File: src/logic/alc_pkg.sv
package alc_pkg;

  localparam int CLK_NS      = 20;
  localparam int CLK_HZ_DEF  = 50_000_000;
  localparam int STRETCH_NS  = 400;
  localparam int STRETCH_CYC = (STRETCH_NS + CLK_NS - 1) / CLK_NS;
  localparam int CLRM_NS     = 75;
  localparam int CLRM_CYC    = (CLRM_NS + CLK_NS - 1) / CLK_NS;
  localparam int ONESHOT_NS  = 1000;
  localparam int ONESHOT_CYC = (ONESHOT_NS + CLK_NS - 1) / CLK_NS;

  // Control word field positions
  localparam int LCW_SEL_LSB   = 9;
  localparam int LCW_DATA_LSB  = 11;
  localparam int LCW_MAINT_BIT = 11;
  // Receiver-on lives in primary bit 2 (control word bit 13)
  localparam int PRI_RXON_BIT  = 2;

  localparam logic [1:0] SEL_PRIMARY = 2'h0;
  localparam logic [1:0] SEL_FORMAT  = 2'h1;
  localparam logic [1:0] SEL_BAUD    = 2'h2;
  localparam logic [1:0] SEL_MAINT   = 2'h3;

  localparam logic [3:0] PRIMARY_RST = 4'h0;
  localparam logic [3:0] FORMAT_RST  = 4'h0;
  localparam logic [3:0] BAUD_RST    = 4'h0;
  localparam logic       MAINT_RST   = 1'b0;

  // Code 17 octal selects the fast crystal-derived rate
  localparam logic [3:0] FAST_CODE   = 4'hF;
  localparam int         FAST_RATE10 = 384000;

  localparam int FIFO_W = 12;
  localparam int FIFO_D = 16;

  // Error field: 1 parity, 2 overrun, 3 framing
  localparam logic [1:0] ERR_NONE    = 2'h0;
  localparam logic [1:0] ERR_PARITY  = 2'h1;
  localparam logic [1:0] ERR_OVERRUN = 2'h2;
  localparam logic [1:0] ERR_FRAMING = 2'h3;

  typedef enum logic [0:0] {STB_IDLE = 1'b0, STB_HOLD = 1'b1} alc_stb_t;

  function automatic logic [1:0] alc_err_code(input logic fe, input logic pe, input logic oe);
    if (oe)      return ERR_OVERRUN;
    else if (fe) return ERR_FRAMING;
    else if (pe) return ERR_PARITY;
    else         return ERR_NONE;
  endfunction

  // Baud rate times ten, per 4-bit select code
  function automatic int alc_rate10(input int code);
    case (code)
      0: return 500;      1: return 750;      2: return 1100;    3: return 1345;
      4: return 1500;     5: return 3000;     6: return 6000;    7: return 12000;
      8: return 18000;    9: return 20000;    10: return 24000;  11: return 36000;
      12: return 48000;   13: return 72000;   14: return 96000;
      default: return 192000;
    endcase
  endfunction

  // Clock cycles per 16x bit-clock tick
  function automatic logic [15:0] alc_div(input int clk_hz, input int rate10);
    return 16'((clk_hz / 16) * 10 / rate10);
  endfunction

  function automatic logic [255:0] alc_div_table(input int clk_hz);
    logic [255:0] t;
    t = '0;
    for (int i = 0; i < 16; i++) begin
      t[i*16 +: 16] = alc_div(clk_hz, alc_rate10(i));
    end
    return t;
  endfunction

endpackage

File: src/logic/alc_fifo.sv
`timescale 1ns/1ps
module alc_fifo #(
  parameter int W = 12,
  parameter int D = 16
) (
  input  wire logic         mclk_i,
  input  wire logic         rstn_i,
  input  wire logic         in_valid_i,
  output logic              in_ready_o,
  input  wire logic [W-1:0] in_data_i,
  output logic              out_valid_o,
  input  wire logic         out_ready_i,
  output logic [W-1:0]      out_data_o
);
  localparam int AW = $clog2(D);

  logic [D-1:0][W-1:0] mem_r, mem_nxt;
  logic [AW-1:0]       wp_r, wp_nxt, rp_r, rp_nxt;
  logic [AW:0]         cnt_r, cnt_nxt;
  logic                push, pop;

  always_comb begin
    push    = in_valid_i & in_ready_o;
    pop     = out_valid_o & out_ready_i;
    mem_nxt = mem_r;
    wp_nxt  = wp_r;
    rp_nxt  = rp_r;
    cnt_nxt = cnt_r;
    if (push) begin
      mem_nxt[wp_r] = in_data_i;
      wp_nxt        = wp_r + AW'(1);
    end
    if (pop) begin
      rp_nxt = rp_r + AW'(1);
    end
    if (push & ~pop) cnt_nxt = cnt_r + (AW+1)'(1);
    else if (pop & ~push) cnt_nxt = cnt_r - (AW+1)'(1);
  end

  assign in_ready_o  = (cnt_r != (AW+1)'(D));
  assign out_valid_o = (cnt_r != '0);
  assign out_data_o  = mem_r[rp_r];

  always_ff @(posedge mclk_i or negedge rstn_i) begin
    if (!rstn_i) begin
      mem_r <= '0;
      wp_r  <= '0;
      rp_r  <= '0;
      cnt_r <= '0;
    end else begin
      mem_r <= mem_nxt;
      wp_r  <= wp_nxt;
      rp_r  <= rp_nxt;
      cnt_r <= cnt_nxt;
    end
  end
endmodule

File: src/logic/alc_baud_gen.sv
`timescale 1ns/1ps
module alc_baud_gen #(
  parameter int CLK_HZ = 50_000_000
) (
  input  wire logic       mclk_i,
  input  wire logic       rstn_i,
  input  wire logic [3:0] code_i,
  input  wire logic       fast_i,
  output logic            tick_o
);
  import alc_pkg::*;

  localparam logic [255:0] DIV_TAB  = alc_div_table(CLK_HZ);
  localparam logic [15:0]  FAST_DIV = alc_div(CLK_HZ, FAST_RATE10);

  logic [15:0] cnt_r, cnt_nxt, lim;
  logic        tick_nxt;

  always_comb begin
    lim      = fast_i ? FAST_DIV : DIV_TAB[{code_i, 4'h0} +: 16];
    cnt_nxt  = cnt_r + 16'h0001;
    tick_nxt = 1'b0;
    // Restart also when a new code shrinks the limit below the count
    if (cnt_r + 16'h0001 >= lim) begin
      cnt_nxt  = 16'h0000;
      tick_nxt = 1'b1;
    end
  end

  always_ff @(posedge mclk_i or negedge rstn_i) begin
    if (!rstn_i) begin
      cnt_r  <= 16'h0000;
      tick_o <= 1'b0;
    end else begin
      cnt_r  <= cnt_nxt;
      tick_o <= tick_nxt;
    end
  end
endmodule

File: src/logic/alc_card.sv
`timescale 1ns/1ps
// Summary of operation
// - Format register selects bits, stop, parity
// - Select high bits pick card, low line
// - Control bits 10:9 pick target register
// - Stretch strobe, steer to one of 16
// - Primary register takes control bits 11-14
// - Maintenance bit loads from control bit 11
// - Init clears primary and maintenance, keeps format and baud
// - Scan bits pick card, line and side
// - Transmit-waiting low when scanned entry empty
// - Receiver flag low on pending or match
// - Receiver-on edge one-shot sets match flag
// - Match sets active, drives match detect
// - Inactive line cannot show receive pending
// - Read strobe clears match or pending
// - Resync clears match and active flags
// - Entry holds eight data, 2-bit error
// - Drive data only on select and enable
// - Pending set on load, cleared on read
// - Generator gives 50-9600 baud per line
// - Code 17 sets speed flag, 38.4K
// - One common bit clock per line
module alc_card #(
  parameter logic [1:0] CARD_ID = 2'h0,
  parameter int         CLK_HZ  = alc_pkg::CLK_HZ_DEF
) (
  input  wire logic        mclk_i,
  input  wire logic        rstn_i,
  input  wire logic        mux_init_i,
  input  wire logic [3:0]  line_select_register_i,
  input  wire logic [15:0] line_control_word_i,
  input  wire logic        ctrl_strobe_i,
  input  wire logic [3:0]  scan_i,
  input  wire logic        scan_tx_i,
  input  wire logic        tx_strobe_i,
  input  wire logic [7:0]  tx_char_i,
  input  wire logic        received_char_strobe_i,
  input  wire logic [3:0]  resync_i,
  input  wire logic        card_flag_sel_i,
  input  wire logic        data_enable_i,
  input  wire logic [3:0]  rx_avail_i,
  input  wire logic [31:0] rx_char_i,
  input  wire logic [3:0]  rx_framing_fault_i,
  input  wire logic [3:0]  rx_parity_fault_i,
  input  wire logic [3:0]  rx_overrun_i,
  input  wire logic [3:0]  tx_empty_i,
  output logic [3:0]       rx_take_o,
  output logic [3:0]       tx_load_o,
  output logic [7:0]       tx_data_o,
  output logic             tx_wait_n_o,
  output logic             rx_flag_n_o,
  output logic             match_det_n_o,
  output logic [9:0]       rx_bus_o,
  output logic             rx_bus_oe_o,
  output logic [15:0]      primary_o,
  output logic [15:0]      format_o,
  output logic [3:0]       format_strobe_o,
  output logic [15:0]      baud_sel_o,
  output logic [3:0]       baud_select_strobe_o,
  output logic [3:0]       maint_o,
  output logic [3:0]       speed_o,
  output logic [3:0]       line_clk_o
);
  import alc_pkg::*;

  ////////////////////////////////////////////////////////////////////////
  // Shared decode

  function automatic logic [3:0] low_onehot(input logic [3:0] req);
    logic [3:0] g;
    g = 4'h0;
    for (int i = 3; i >= 0; i--) begin
      if (req[i]) g = 4'h1 << i;
    end
    return g;
  endfunction

  function automatic logic [1:0] onehot_idx(input logic [3:0] oh);
    logic [1:0] n;
    n = 2'h0;
    for (int i = 0; i < 4; i++) begin
      if (oh[i]) n = 2'(i);
    end
    return n;
  endfunction

  logic       sel_hit, scan_hit;
  logic [1:0] sel_line, sel_reg, scan_line;
  logic [3:0] lcw_data;

  always_comb begin
    sel_hit   = (line_select_register_i[3:2] == CARD_ID);
    sel_line  = line_select_register_i[1:0];
    sel_reg   = line_control_word_i[LCW_SEL_LSB +: 2];
    lcw_data  = line_control_word_i[LCW_DATA_LSB +: 4];
    scan_hit  = (scan_i[3:2] == CARD_ID);
    scan_line = scan_i[1:0];
  end

  ////////////////////////////////////////////////////////////////////////
  // Control strobe stretcher and per-line registers

  alc_stb_t         stb_r, stb_nxt;
  logic [4:0]       stb_cnt_r, stb_cnt_nxt;
  logic             stb_prev_r, stb_prev_nxt;
  logic [15:0]      steer_r, steer_nxt;
  logic [3:0][3:0]  primary_r, primary_nxt;
  logic [3:0][3:0]  format_r, format_nxt;
  logic [3:0][3:0]  baud_r, baud_nxt;
  logic [3:0]       maint_r, maint_nxt;
  logic [3:0]       fast_r, fast_nxt;

  always_comb begin
    stb_nxt      = stb_r;
    stb_cnt_nxt  = stb_cnt_r;
    stb_prev_nxt = ctrl_strobe_i;
    steer_nxt    = steer_r;
    primary_nxt  = primary_r;
    format_nxt   = format_r;
    baud_nxt     = baud_r;
    maint_nxt    = maint_r;
    fast_nxt     = fast_r;
    case (stb_r)
      STB_IDLE: begin
        if (ctrl_strobe_i & ~stb_prev_r & sel_hit) begin
          stb_nxt     = STB_HOLD;
          stb_cnt_nxt = 5'(STRETCH_CYC - 1);
          steer_nxt   = 16'h0001 << {sel_line, sel_reg};
          case (sel_reg)
            SEL_PRIMARY: primary_nxt[sel_line] = lcw_data;
            SEL_FORMAT:  format_nxt[sel_line]  = lcw_data;
            SEL_BAUD: begin
              baud_nxt[sel_line] = lcw_data;
              fast_nxt[sel_line] = (lcw_data == FAST_CODE);
            end
            default: maint_nxt[sel_line] = line_control_word_i[LCW_MAINT_BIT];
          endcase
        end
      end
      STB_HOLD: begin
        if (stb_cnt_r == 5'h00) begin
          stb_nxt   = STB_IDLE;
          steer_nxt = 16'h0000;
        end else begin
          stb_cnt_nxt = stb_cnt_r - 5'h01;
        end
      end
      default: begin
        stb_nxt   = STB_IDLE;
        steer_nxt = 16'h0000;
      end
    endcase
    // Format and baud contents survive an init
    if (mux_init_i) begin
      primary_nxt = '0;
      maint_nxt   = '0;
    end
  end

  always_ff @(posedge mclk_i or negedge rstn_i) begin
    if (!rstn_i) begin
      stb_r      <= STB_IDLE;
      stb_cnt_r  <= 5'h00;
      stb_prev_r <= 1'b0;
      steer_r    <= 16'h0000;
      primary_r  <= {4{PRIMARY_RST}};
      format_r   <= {4{FORMAT_RST}};
      baud_r     <= {4{BAUD_RST}};
      maint_r    <= {4{MAINT_RST}};
      fast_r     <= 4'h0;
    end else begin
      stb_r      <= stb_nxt;
      stb_cnt_r  <= stb_cnt_nxt;
      stb_prev_r <= stb_prev_nxt;
      steer_r    <= steer_nxt;
      primary_r  <= primary_nxt;
      format_r   <= format_nxt;
      baud_r     <= baud_nxt;
      maint_r    <= maint_nxt;
      fast_r     <= fast_nxt;
    end
  end

  ////////////////////////////////////////////////////////////////////////
  // Receive path: intake arbiter, FIFO, receive file and line flags

  logic [3:0]        take_r, take_nxt, take_d_r;
  logic [FIFO_W-1:0] fifo_in, fifo_out;
  logic              fifo_in_ready, fifo_out_valid, fifo_out_ready;
  logic [1:0]        take_line, out_line;

  always_comb begin
    take_line = onehot_idx(take_r);
    fifo_in   = {take_line,
                 alc_err_code(rx_framing_fault_i[take_line],
                              rx_parity_fault_i[take_line],
                              rx_overrun_i[take_line]),
                 rx_char_i[{take_line, 3'h0} +: 8]};
    take_nxt  = 4'h0;
    // Two idle cycles between takes let the UART drop its available flag
    if (take_r == 4'h0 && take_d_r == 4'h0 && fifo_in_ready) begin
      take_nxt = low_onehot(rx_avail_i);
    end
  end

  alc_fifo #(
    .W (FIFO_W),
    .D (FIFO_D)
  ) u_rx_fifo (
    .mclk_i      (mclk_i),
    .rstn_i      (rstn_i),
    .in_valid_i  (|take_r),
    .in_ready_o  (fifo_in_ready),
    .in_data_i   (fifo_in),
    .out_valid_o (fifo_out_valid),
    .out_ready_i (fifo_out_ready),
    .out_data_o  (fifo_out)
  );

  logic [3:0]       match_r, match_nxt, active_r, active_nxt;
  logic [3:0]       pend_r, pend_nxt, rxon_prev_r, rxon_prev_nxt;
  logic [3:0][5:0]  os_cnt_r, os_cnt_nxt;
  logic [2:0]       clrm_cnt_r, clrm_cnt_nxt;
  logic [1:0]       clrm_line_r, clrm_line_nxt;
  logic             rcs_prev_r, rcs_prev_nxt;
  logic [3:0][9:0]  rxfile_r, rxfile_nxt;
  logic [3:0]       rx_on, clear_sync_hit_pulse, clear_rx_pending_pulse, file_load;
  logic             rcs_edge;

  always_comb begin
    out_line       = fifo_out[FIFO_W-1 -: 2];
    // Words for an inactive line are dropped; a full entry stalls the FIFO
    fifo_out_ready = fifo_out_valid & (~pend_r[out_line] | ~active_r[out_line]);
    file_load      = 4'h0;
    if (fifo_out_valid & ~pend_r[out_line] & active_r[out_line]) begin
      file_load[out_line] = 1'b1;
    end
    rcs_prev_nxt  = received_char_strobe_i;
    rcs_edge      = received_char_strobe_i & ~rcs_prev_r & scan_hit;
    clrm_cnt_nxt  = (clrm_cnt_r != 3'h0) ? clrm_cnt_r - 3'h1 : 3'h0;
    clrm_line_nxt = clrm_line_r;
    clear_rx_pending_pulse = 4'h0;
    if (rcs_edge) begin
      if (match_r[scan_line]) begin
        clrm_cnt_nxt  = 3'(CLRM_CYC);
        clrm_line_nxt = scan_line;
      end else begin
        clear_rx_pending_pulse[scan_line] = 1'b1;
      end
    end
    clear_sync_hit_pulse = 4'h0;
    if (clrm_cnt_r != 3'h0) clear_sync_hit_pulse[clrm_line_r] = 1'b1;
    rxfile_nxt    = rxfile_r;
    for (int i = 0; i < 4; i++) begin
      rx_on[i]      = primary_r[i][PRI_RXON_BIT];
      os_cnt_nxt[i] = (os_cnt_r[i] != 6'h00) ? os_cnt_r[i] - 6'h01 : 6'h00;
      if (rx_on[i] & ~rxon_prev_r[i]) os_cnt_nxt[i] = 6'(ONESHOT_CYC);
      match_nxt[i]  = match_r[i] & ~clear_sync_hit_pulse[i] & ~resync_i[i];
      active_nxt[i] = active_r[i] & ~resync_i[i];
      if (os_cnt_r[i] == 6'h01) match_nxt[i] = 1'b1;
      // A held match must not undo a resync of the active flag
      if (match_r[i] & ~resync_i[i]) active_nxt[i] = 1'b1;
      pend_nxt[i] = pend_r[i] & ~clear_rx_pending_pulse[i];
      if (file_load[i]) begin
        pend_nxt[i]   = 1'b1;
        rxfile_nxt[i] = fifo_out[9:0];
      end
      if (!active_r[i]) pend_nxt[i] = 1'b0;
      if (!rx_on[i] || mux_init_i) begin
        match_nxt[i]  = 1'b0;
        active_nxt[i] = 1'b0;
        pend_nxt[i]   = 1'b0;
      end
    end
    // Taken after the loop so the edge detector sees this cycle's level
    rxon_prev_nxt = rx_on;
  end

  always_ff @(posedge mclk_i or negedge rstn_i) begin
    if (!rstn_i) begin
      take_r      <= 4'h0;
      take_d_r    <= 4'h0;
      match_r     <= 4'h0;
      active_r    <= 4'h0;
      pend_r      <= 4'h0;
      rxon_prev_r <= 4'h0;
      os_cnt_r    <= '0;
      clrm_cnt_r  <= 3'h0;
      clrm_line_r <= 2'h0;
      rcs_prev_r  <= 1'b0;
      rxfile_r    <= '0;
    end else begin
      take_r      <= take_nxt;
      take_d_r    <= take_r;
      match_r     <= match_nxt;
      active_r    <= active_nxt;
      pend_r      <= pend_nxt;
      rxon_prev_r <= rxon_prev_nxt;
      os_cnt_r    <= os_cnt_nxt;
      clrm_cnt_r  <= clrm_cnt_nxt;
      clrm_line_r <= clrm_line_nxt;
      rcs_prev_r  <= rcs_prev_nxt;
      rxfile_r    <= rxfile_nxt;
    end
  end

  ////////////////////////////////////////////////////////////////////////
  // Transmit file and UART loading

  logic [3:0][7:0] txfile_r, txfile_nxt;
  logic [3:0]      txfull_r, txfull_nxt, tx_load_r, tx_load_nxt;
  logic [7:0]      tx_data_r, tx_data_nxt;
  logic            txs_prev_r;
  logic [3:0]      tx_grant;

  always_comb begin
    txfile_nxt  = txfile_r;
    txfull_nxt  = txfull_r;
    tx_data_nxt = tx_data_r;
    tx_load_nxt = 4'h0;
    tx_grant    = 4'h0;
    if (tx_load_r == 4'h0) tx_grant = low_onehot(txfull_r & tx_empty_i);
    if (tx_grant != 4'h0) begin
      tx_load_nxt = tx_grant;
      tx_data_nxt = txfile_r[onehot_idx(tx_grant)];
      txfull_nxt  = txfull_r & ~tx_grant;
    end
    // A host write in the same cycle keeps the entry full
    if (tx_strobe_i & ~txs_prev_r & scan_hit) begin
      txfile_nxt[scan_line] = tx_char_i;
      txfull_nxt[scan_line] = 1'b1;
    end
    if (mux_init_i) txfull_nxt = 4'h0;
  end

  always_ff @(posedge mclk_i or negedge rstn_i) begin
    if (!rstn_i) begin
      txfile_r   <= '0;
      txfull_r   <= 4'h0;
      tx_load_r  <= 4'h0;
      tx_data_r  <= 8'h00;
      txs_prev_r <= 1'b0;
    end else begin
      txfile_r   <= txfile_nxt;
      txfull_r   <= txfull_nxt;
      tx_load_r  <= tx_load_nxt;
      tx_data_r  <= tx_data_nxt;
      txs_prev_r <= tx_strobe_i;
    end
  end

  ////////////////////////////////////////////////////////////////////////
  // Per-line bit clocks: one tick stream shared by both halves

  for (genvar g = 0; g < 4; g++) begin : g_baud
    alc_baud_gen #(
      .CLK_HZ (CLK_HZ)
    ) u_baud (
      .mclk_i (mclk_i),
      .rstn_i (rstn_i),
      .code_i (baud_r[g]),
      .fast_i (fast_r[g]),
      .tick_o (line_clk_o[g])
    );
  end

  ////////////////////////////////////////////////////////////////////////
  // Scanner flags and receive data path

  logic       tx_wait_n_r, rx_flag_n_r, match_det_n_r, rx_bus_oe_r;
  logic [9:0] rx_bus_r;

  always_ff @(posedge mclk_i or negedge rstn_i) begin
    if (!rstn_i) begin
      tx_wait_n_r   <= 1'b1;
      rx_flag_n_r   <= 1'b1;
      match_det_n_r <= 1'b1;
      rx_bus_r      <= 10'h000;
      rx_bus_oe_r   <= 1'b0;
    end else begin
      tx_wait_n_r   <= ~(scan_hit & scan_tx_i & ~txfull_r[scan_line]);
      rx_flag_n_r   <= ~(scan_hit & ~scan_tx_i & (pend_r[scan_line] | match_r[scan_line]));
      match_det_n_r <= ~(scan_hit & match_r[scan_line]);
      rx_bus_r      <= rxfile_r[scan_line];
      rx_bus_oe_r   <= card_flag_sel_i & data_enable_i;
    end
  end

  assign rx_take_o            = take_r;
  assign tx_load_o            = tx_load_r;
  assign tx_data_o            = tx_data_r;
  assign tx_wait_n_o          = tx_wait_n_r;
  assign rx_flag_n_o          = rx_flag_n_r;
  assign match_det_n_o        = match_det_n_r;
  assign rx_bus_o             = rx_bus_r;
  assign rx_bus_oe_o          = rx_bus_oe_r;
  assign primary_o            = primary_r;
  assign format_o             = format_r;
  assign baud_sel_o           = baud_r;
  assign maint_o              = maint_r;
  assign speed_o              = fast_r;
  assign format_strobe_o      = {steer_r[13], steer_r[9], steer_r[5], steer_r[1]};
  assign baud_select_strobe_o = {steer_r[14], steer_r[10], steer_r[6], steer_r[2]};
endmodule

File: config.mk
export PLATFORM = sky130hd
export DESIGN_NAME = alc_card
export DESIGN_NICKNAME = d
export VERILOG_FILES = /design/src/logic/alc_pkg.sv /design/src/logic/alc_fifo.sv /design/src/logic/alc_baud_gen.sv /design/src/logic/alc_card.sv
export SDC_FILE = /design/constraint.sdc
export NUM_CORES = 1
export LEC_CHECK = 0
export BUFFER_PORTS_ARGS = -buffer_cell sky130_fd_sc_hd__buf_2
export CAP_MARGIN = 20
export CORE_MARGIN = 5
export CORE_UTILIZATION = 45
export CTS_CLUSTER_DIAMETER = 100
export DETAILED_ROUTE_END_ITERATION = 8
export PLACE_DENSITY_LB_ADDON = 0.25
export SETUP_SLACK_MARGIN = 0.1
export SLEW_MARGIN = 25
export SYNTH_ARGS = -nofsm -noshare
export SYNTH_HDL_FRONTEND = slang
export SYNTH_SLANG_ARGS = --single-unit
File: constraint.sdc
create_clock -name mclk_i -period 4.5 [get_ports mclk_i]
set_input_delay 0.675 -clock mclk_i [delete_from_list [all_inputs] [get_ports mclk_i]]
set_output_delay 0.675 -clock mclk_i [all_outputs]
set_load 0.005 [all_outputs]
Word level (Yosys, flattened, before mapping):

Index checks and enable logic that the tools add are counted.

* $add $sub $neg: 14
* multipliers: 0
* div/mod/pow operators: 0
* magnitude comparators: 17
* equality and inequality tests: 13
* shifts and indexed selects: 6
* muxes and demuxes: 141
* bitwise operators: 78
* reductions and logical operators: 41

Operator list (number)
* 256-bit by 9-bit variable part select with 16-bit output, first input constant: 4
* 192-bit bitwise mux: 1
* 16-bit two-way mux: 12
* 4-bit two-way mux: 23
* 16-bit by 1-bit adder with 16-bit output, second input constant: 4
* 16-bit >= comparator: 4
* 1-bit two-way mux: 49
* 12-bit binary-select mux with 4-bit select: 1
* 16-bit bitwise mux: 3
* 12-bit demux with 4-bit select: 1
* 6-bit two-way mux: 8
* 1-bit bitwise AND: 43
* 32-bit bitwise mux: 1
* 32-bit by 6-bit variable part select with 8-bit output: 1
* 15-bit two-way mux: 2
* 15-bit case mux with 2 select lines: 1
* 1-bit inverter: 29
* 6-bit by 1-bit equality test with 1-bit output, second input constant: 4
* 12-bit two-way mux: 2
* 6-bit nonzero test: 4
* 6-bit by 1-bit subtractor with 6-bit output, second input constant: 4
* 10-bit binary-select mux with 2-bit select: 1
* 5-bit two-way mux: 4
* 2-bit by 3-bit less-than comparator with 1-bit output, second input constant: 6
* other kinds (44): 98

* register bits after elaboration: 508
* latch bits: 0
* RAM bits: 0
* bits in read-only memories: 0
* bits of input ports: 97
* output and inout bits: 98
* logic and storage cells: 385
* memories kept: 0

Longest topological paths before layout:

* depth after elaboration: 12
* depth in mapped cells: 17
* gate-level depth less buffers: 15

Cells and area by module:

From an unflattened synthesis, not the netlist that was laid out.

* cells, all modules: 2245
* area, all modules: 27314.9 um^2

Modules (own cells, without submodules)
* alc_card: times used 1, cells an instance 834, area an instance 10131.0 um^2, sequential area each 5709.2 um^2
* alc_fifo: times used 1, cells an instance 651, area an instance 9883.2 um^2, sequential area each 5129.9 um^2
* alc_baud_gen (g_baud[0].u_baud ...): times used 3, cells an instance 190, area an instance 1826.8 um^2, sequential area each 425.4 um^2
* alc_baud_gen (g_baud[3].u_baud): times used 1, cells an instance 190, area an instance 1820.5 um^2, sequential area each 425.4 um^2

Worst setup path after synthesis:

No wires, ideal clock.

* path type: reg2reg
* start: reg u_rx_fifo.rp_r[2]
* end: reg u_rx_fifo.cnt_r[4]
* data arrival time: 3158 ps
* required time: 4375 ps
* path slack: 1216 ps
* cell stages (with the launch flop): 17
* path buffers: 2
* path through: dfrtp_1 buf_6 buf_12 mux2i_1 mux4_2 mux2i_4 mux2i_1 mux2i_2 nand2_2 ha_1 inv_1 fa_1 a21o_1 a21oi_1 xnor2_1 nor2_1 xor2_1

* cells in the longest elaborated chain, start to end: 11
* elaborated cells on any way between the ends: 16
* those cells by class: mux: 7; bitwise: 8; reduce/logical: 1

Ends and longest elaborated chain
* from (decl): RTL line alc_fifo.sv:18 `logic [AW-1:0] wp_r, wp_nxt, rp_r, rp_nxt;`
* from (signal assigned): RTL line alc_fifo.sv:53 `rp_r <= rp_nxt;`
* 12-bit binary-select mux with 4-bit select *: RTL line alc_fifo.sv:42 `assign out_data_o = mem_r[rp_r];`
* 12-bit two-way mux (not written as such) *: RTL line alc_fifo.sv:42
* 1-bit binary-select mux with 2-bit select: RTL line alc_card.sv:234 `fifo_out_ready = fifo_out_valid & (~pend_r[out_line] | ~active_r[out_line]);`
* 1-bit two-way mux (not written as such): RTL line alc_card.sv:234
* 1-bit inverter: RTL line alc_card.sv:234
* 1-bit OR *: RTL line alc_card.sv:234
* 1-bit bitwise AND *: RTL line alc_card.sv:234
* 1-bit bitwise AND *: RTL line alc_fifo.sv:24 `pop = out_valid_o & out_ready_i;`
* 1-bit inverter: RTL line alc_fifo.sv:36 `if (push & ~pop) cnt_nxt = cnt_r + (AW+1)'(1);`
* 1-bit bitwise AND: RTL line alc_fifo.sv:36
* 5-bit two-way mux / 2-bit nonzero test (equally long branches)
* to (signal assigned): RTL line alc_fifo.sv:54 `cnt_r <= cnt_nxt;`
* to (decl): RTL line alc_fifo.sv:19 `logic [AW:0] cnt_r, cnt_nxt;`

Mark *: on every way between the ends. The rest lies on a longest branch, timed or not. The select of a mux whose other input is x is not followed.
A chain may end at the register's enable or synchronous reset.

Worst setup path after layout:

Ends and elaborated chain as after synthesis.

==> impl_metrics.yaml <==
logic_synthesis:
  synth_edf_count: 0
  yosys.area.top_type: "dfrtp_1"
  synth_area_mm2: 0.0253
  synth-seq-area-share: 0.495
  synth_top_area_frac: 0.492
  synthTopCellsByArea: "dfrtp_1, mux4_2, ha_1"
  ys_ff_latch: 501
  synth_cells: 2377
  async_flop_share: 1.00
  yosysUniqueCellTypes: 78
  avgSynthCellArea_um2: 10.7
  synthFlopType: "dfrtp_1"
  ys_warn_count: 0
  syn_nets: 2596
die:
  core_area_mm2: 0.0561
  ios: 195
  die_area_mm2: 0.0611
  num_rows: 87
  die_w_um: 247
  die_height_um: 247
  start_util: 0.452
power_and_ir_drop:
  p_leak_nw: 13.9
  pwr-share-comb: 0.331
  swShare: 0.344
  seqPwrFrac: 0.405
  pwr-share-clk: 0.263
  vdd_drop_max_uv: 368
  switchingPower_w: 0.00572
  pwr_density_cell_mw_per_mm2: 578
  internal-power_w: 0.0109
clock_tree:
  cts_resized: 0
  max-clock-path-buffers: 3
  hold_buffers: 0
  cts_setup_buffers: 0
  cts_buffers: 53
  clk_pin_slew_worst_paths_ps: 60
  clock_latency_ps: 610
  cts_sinks: 501
  root_buffer: "clkbuf_16"
  ctsHtreeMaxLevel: 2
  tritoncts: "built"
detailed_routing:
  drc: 0
  ant_nets: 0
  via_per_inst: 5.43
  dr_total_vias: 18000
  drt_first_pass_iters: 5
  wl_per_cell_um: 18.1
  wl_um: 60000
  drt_iter0_drc: 1143
global_route:
  grt_pass1_wl_um: 99000
  antenna_found_initial: 0
  grt_pass1_vias: 18600
  grt_use_total: 0.199
  grt_max_degree: 125
  grt-ovfl-total: 0
timing:
  rsz0062_at_grt: "false"
  hold_viol: 0
  fmax_mhz: 263
  tightest_slew_ps: 957
  final.setup.worst_slack_ps: 693
  layout_min_cycle_time_ps: 3810
  slew_headroom: 0.360
  fin_tns_setup_ps: 0
  setup_violations: 0
  clock_skew_ps: 24.2
  maxSlewViolCount: 0
  post-route-period-util: 0.846
critical_path:
  critPathLaunchType: "flop"
  r2r_start: "u_rx_fifo.rp_r[2]"
  worst-path-max-fanout: 8
  endpoint_kind: "flop"
  path_class: "flop to flop"
  cp-startpoint: "u_rx_fifo.rp_r[2]"
  crit_arrival_ps: 4280
  worstPathRequired_ps: 4980
outcome:
  outcome: "completed"
layout:
  drive_gt1_frac: 0.212
  area_growth_pct: 13.6
  nets: 2742
  diodes: 0
place:
  gp_congestion: 0.857
  port_buffers: 184
  place_ws_ps: 725
  place_hpwl_um: 41300
flow_run:
  maxCapViolCount: 0
worst_hold_path:
  min_path_type: "input pin to async pin"
[cell families (layout without fill, tap and decap cells)]
family                     Yosys count  after routing  share of synthesized area
AOI/OAI and AO/OA                  448            448                      0.101
buffers and inverters              206            394                     0.0340
xor gates and xnor gates            84             84                     0.0291
adders and majority gates          122            122                     0.0606
muxes                              239            239                      0.138
and+or+nand+nor                    777            777                      0.143
DFF                                501            501                      0.495
[synth_stat cells, types with 5 or more instances]
master	number
a211oi_1	12
a21o_1	28
a21oi_1	80
a221oi_1	5
a31oi_1	7
and2_1	9
and3_1	17
and4_1	5
buf_1	7
buf_2	10
buf_4	8
clkbuf_1	104
dfrtp_1	498
ha_1	121
inv_1	67
mux2_2	119
mux2i_1	42
mux4_2	70
nand2_1	331
nand2b_1	36
nand3_1	42
nand4_1	16
nand4b_1	8
nor2_1	175
nor2b_1	50
nor3_1	32
nor4_1	11
o211ai_1	20
o21a_1	5
o21ai_0	256
or2_2	13
xnor2_1	55
xor2_1	29
[cells in the final DEF, fill, tap and decap left out, types with 67 or more instances in the layout]
master,count
dfrtp_1,496
nand2_1,331
o21ai_0,256
buf_2,183
nor2_1,174
ha_1,121
mux2_2,119
mux4_2,70
a21oi_1,69
inv_1,67
[metal layers]
metal / global-route usage / routed length [um]
met5: 0 / 0
met4: 0.0537 / 1560
met3: 0.0357 / 3170
met2: 0.331 / 28500
met1: 0.270 / 26800
[worst paths after layout]
kind,end,slack [ps],cells past startpoint
min reg2reg,take_d_r[0],410,0
max,u_rx_fifo.cnt_r[4],690,15
min in group mclk_i,rcs_prev_r,180,1
max reg2reg,u_rx_fifo.cnt_r[4],690,15
min,g_baud[0].u_baud.tick_o,20,1
max in group asynchronous,clrm_line_r[0],3280,3
[power by group through the flow]
stage | clock network [W] | logic [W] | registers (W)
floorplan | 0 | 0.00422 | 0.00645
detailed placement | 0 | 0.00555 | 0.00679
global route | 0.00470 | 0.00624 | 0.00691
finish | 0.00438 | 0.00551 | 0.00674
global placement | 0 | 0.00532 | 0.00672
CTS | 0.00450 | 0.00558 | 0.00673
[cell type report]
class | instances | area [um^2]
clock inverters | 19 | 208
clock buffers | 78 | 1530
fillers | 5007 | 27300
repair buffers | 225 | 1310
multi-input cells | 1670 | 12000
inverters | 72 | 270
flip-flops and latches | 501 | 12500
well taps | 756 | 946
[state kept, by name, indices dropped and copies added (netlist names), 5 cells and up]
name                 flops
format_o                16
txfile_r                32
steer_r                  8
baud_sel_o              16
u_rx_fifo.cnt_r          5
primary_o               16
g_baud.u_baud.cnt_r     64
os_cnt_r                24
tx_data_o                8
u_rx_fifo.mem_r        192
rx_bus_o                10
rxfile_r                40
stb_cnt_r                5
[metrics by stage]
step           hold slack, ps  utilization  cell area, um^2  total power [W]  std cells
2_1_floorplan             379            -            25300           0.0107       2377
3_3_place_gp              411        0.481            27000           0.0120       3223
3_5_place_dp              397        0.481            27000           0.0123       3223
4_1_cts                   137        0.513            28700           0.0168       3320
5_1_grt                  29.7        0.513            28800           0.0178       3321
6_report                 19.2        0.513            28800           0.0166       3321
[critical path, cell delays in order (launching register included)]
cell     delay, ps
dfrtp_1        550
buf_4          260
mux4_1         580
mux2_2         290
nand2_1         80
o21ai_2        100
mux2i_2        280
nand2_2        160
ha_1           260
inv_1          140
ha_1           280
a21o_1         170
a21oi_1        160
xnor2_1        130
nor2_1          60
xor2_1         140
Note: power is estimated with default switching activity, not from simulation.
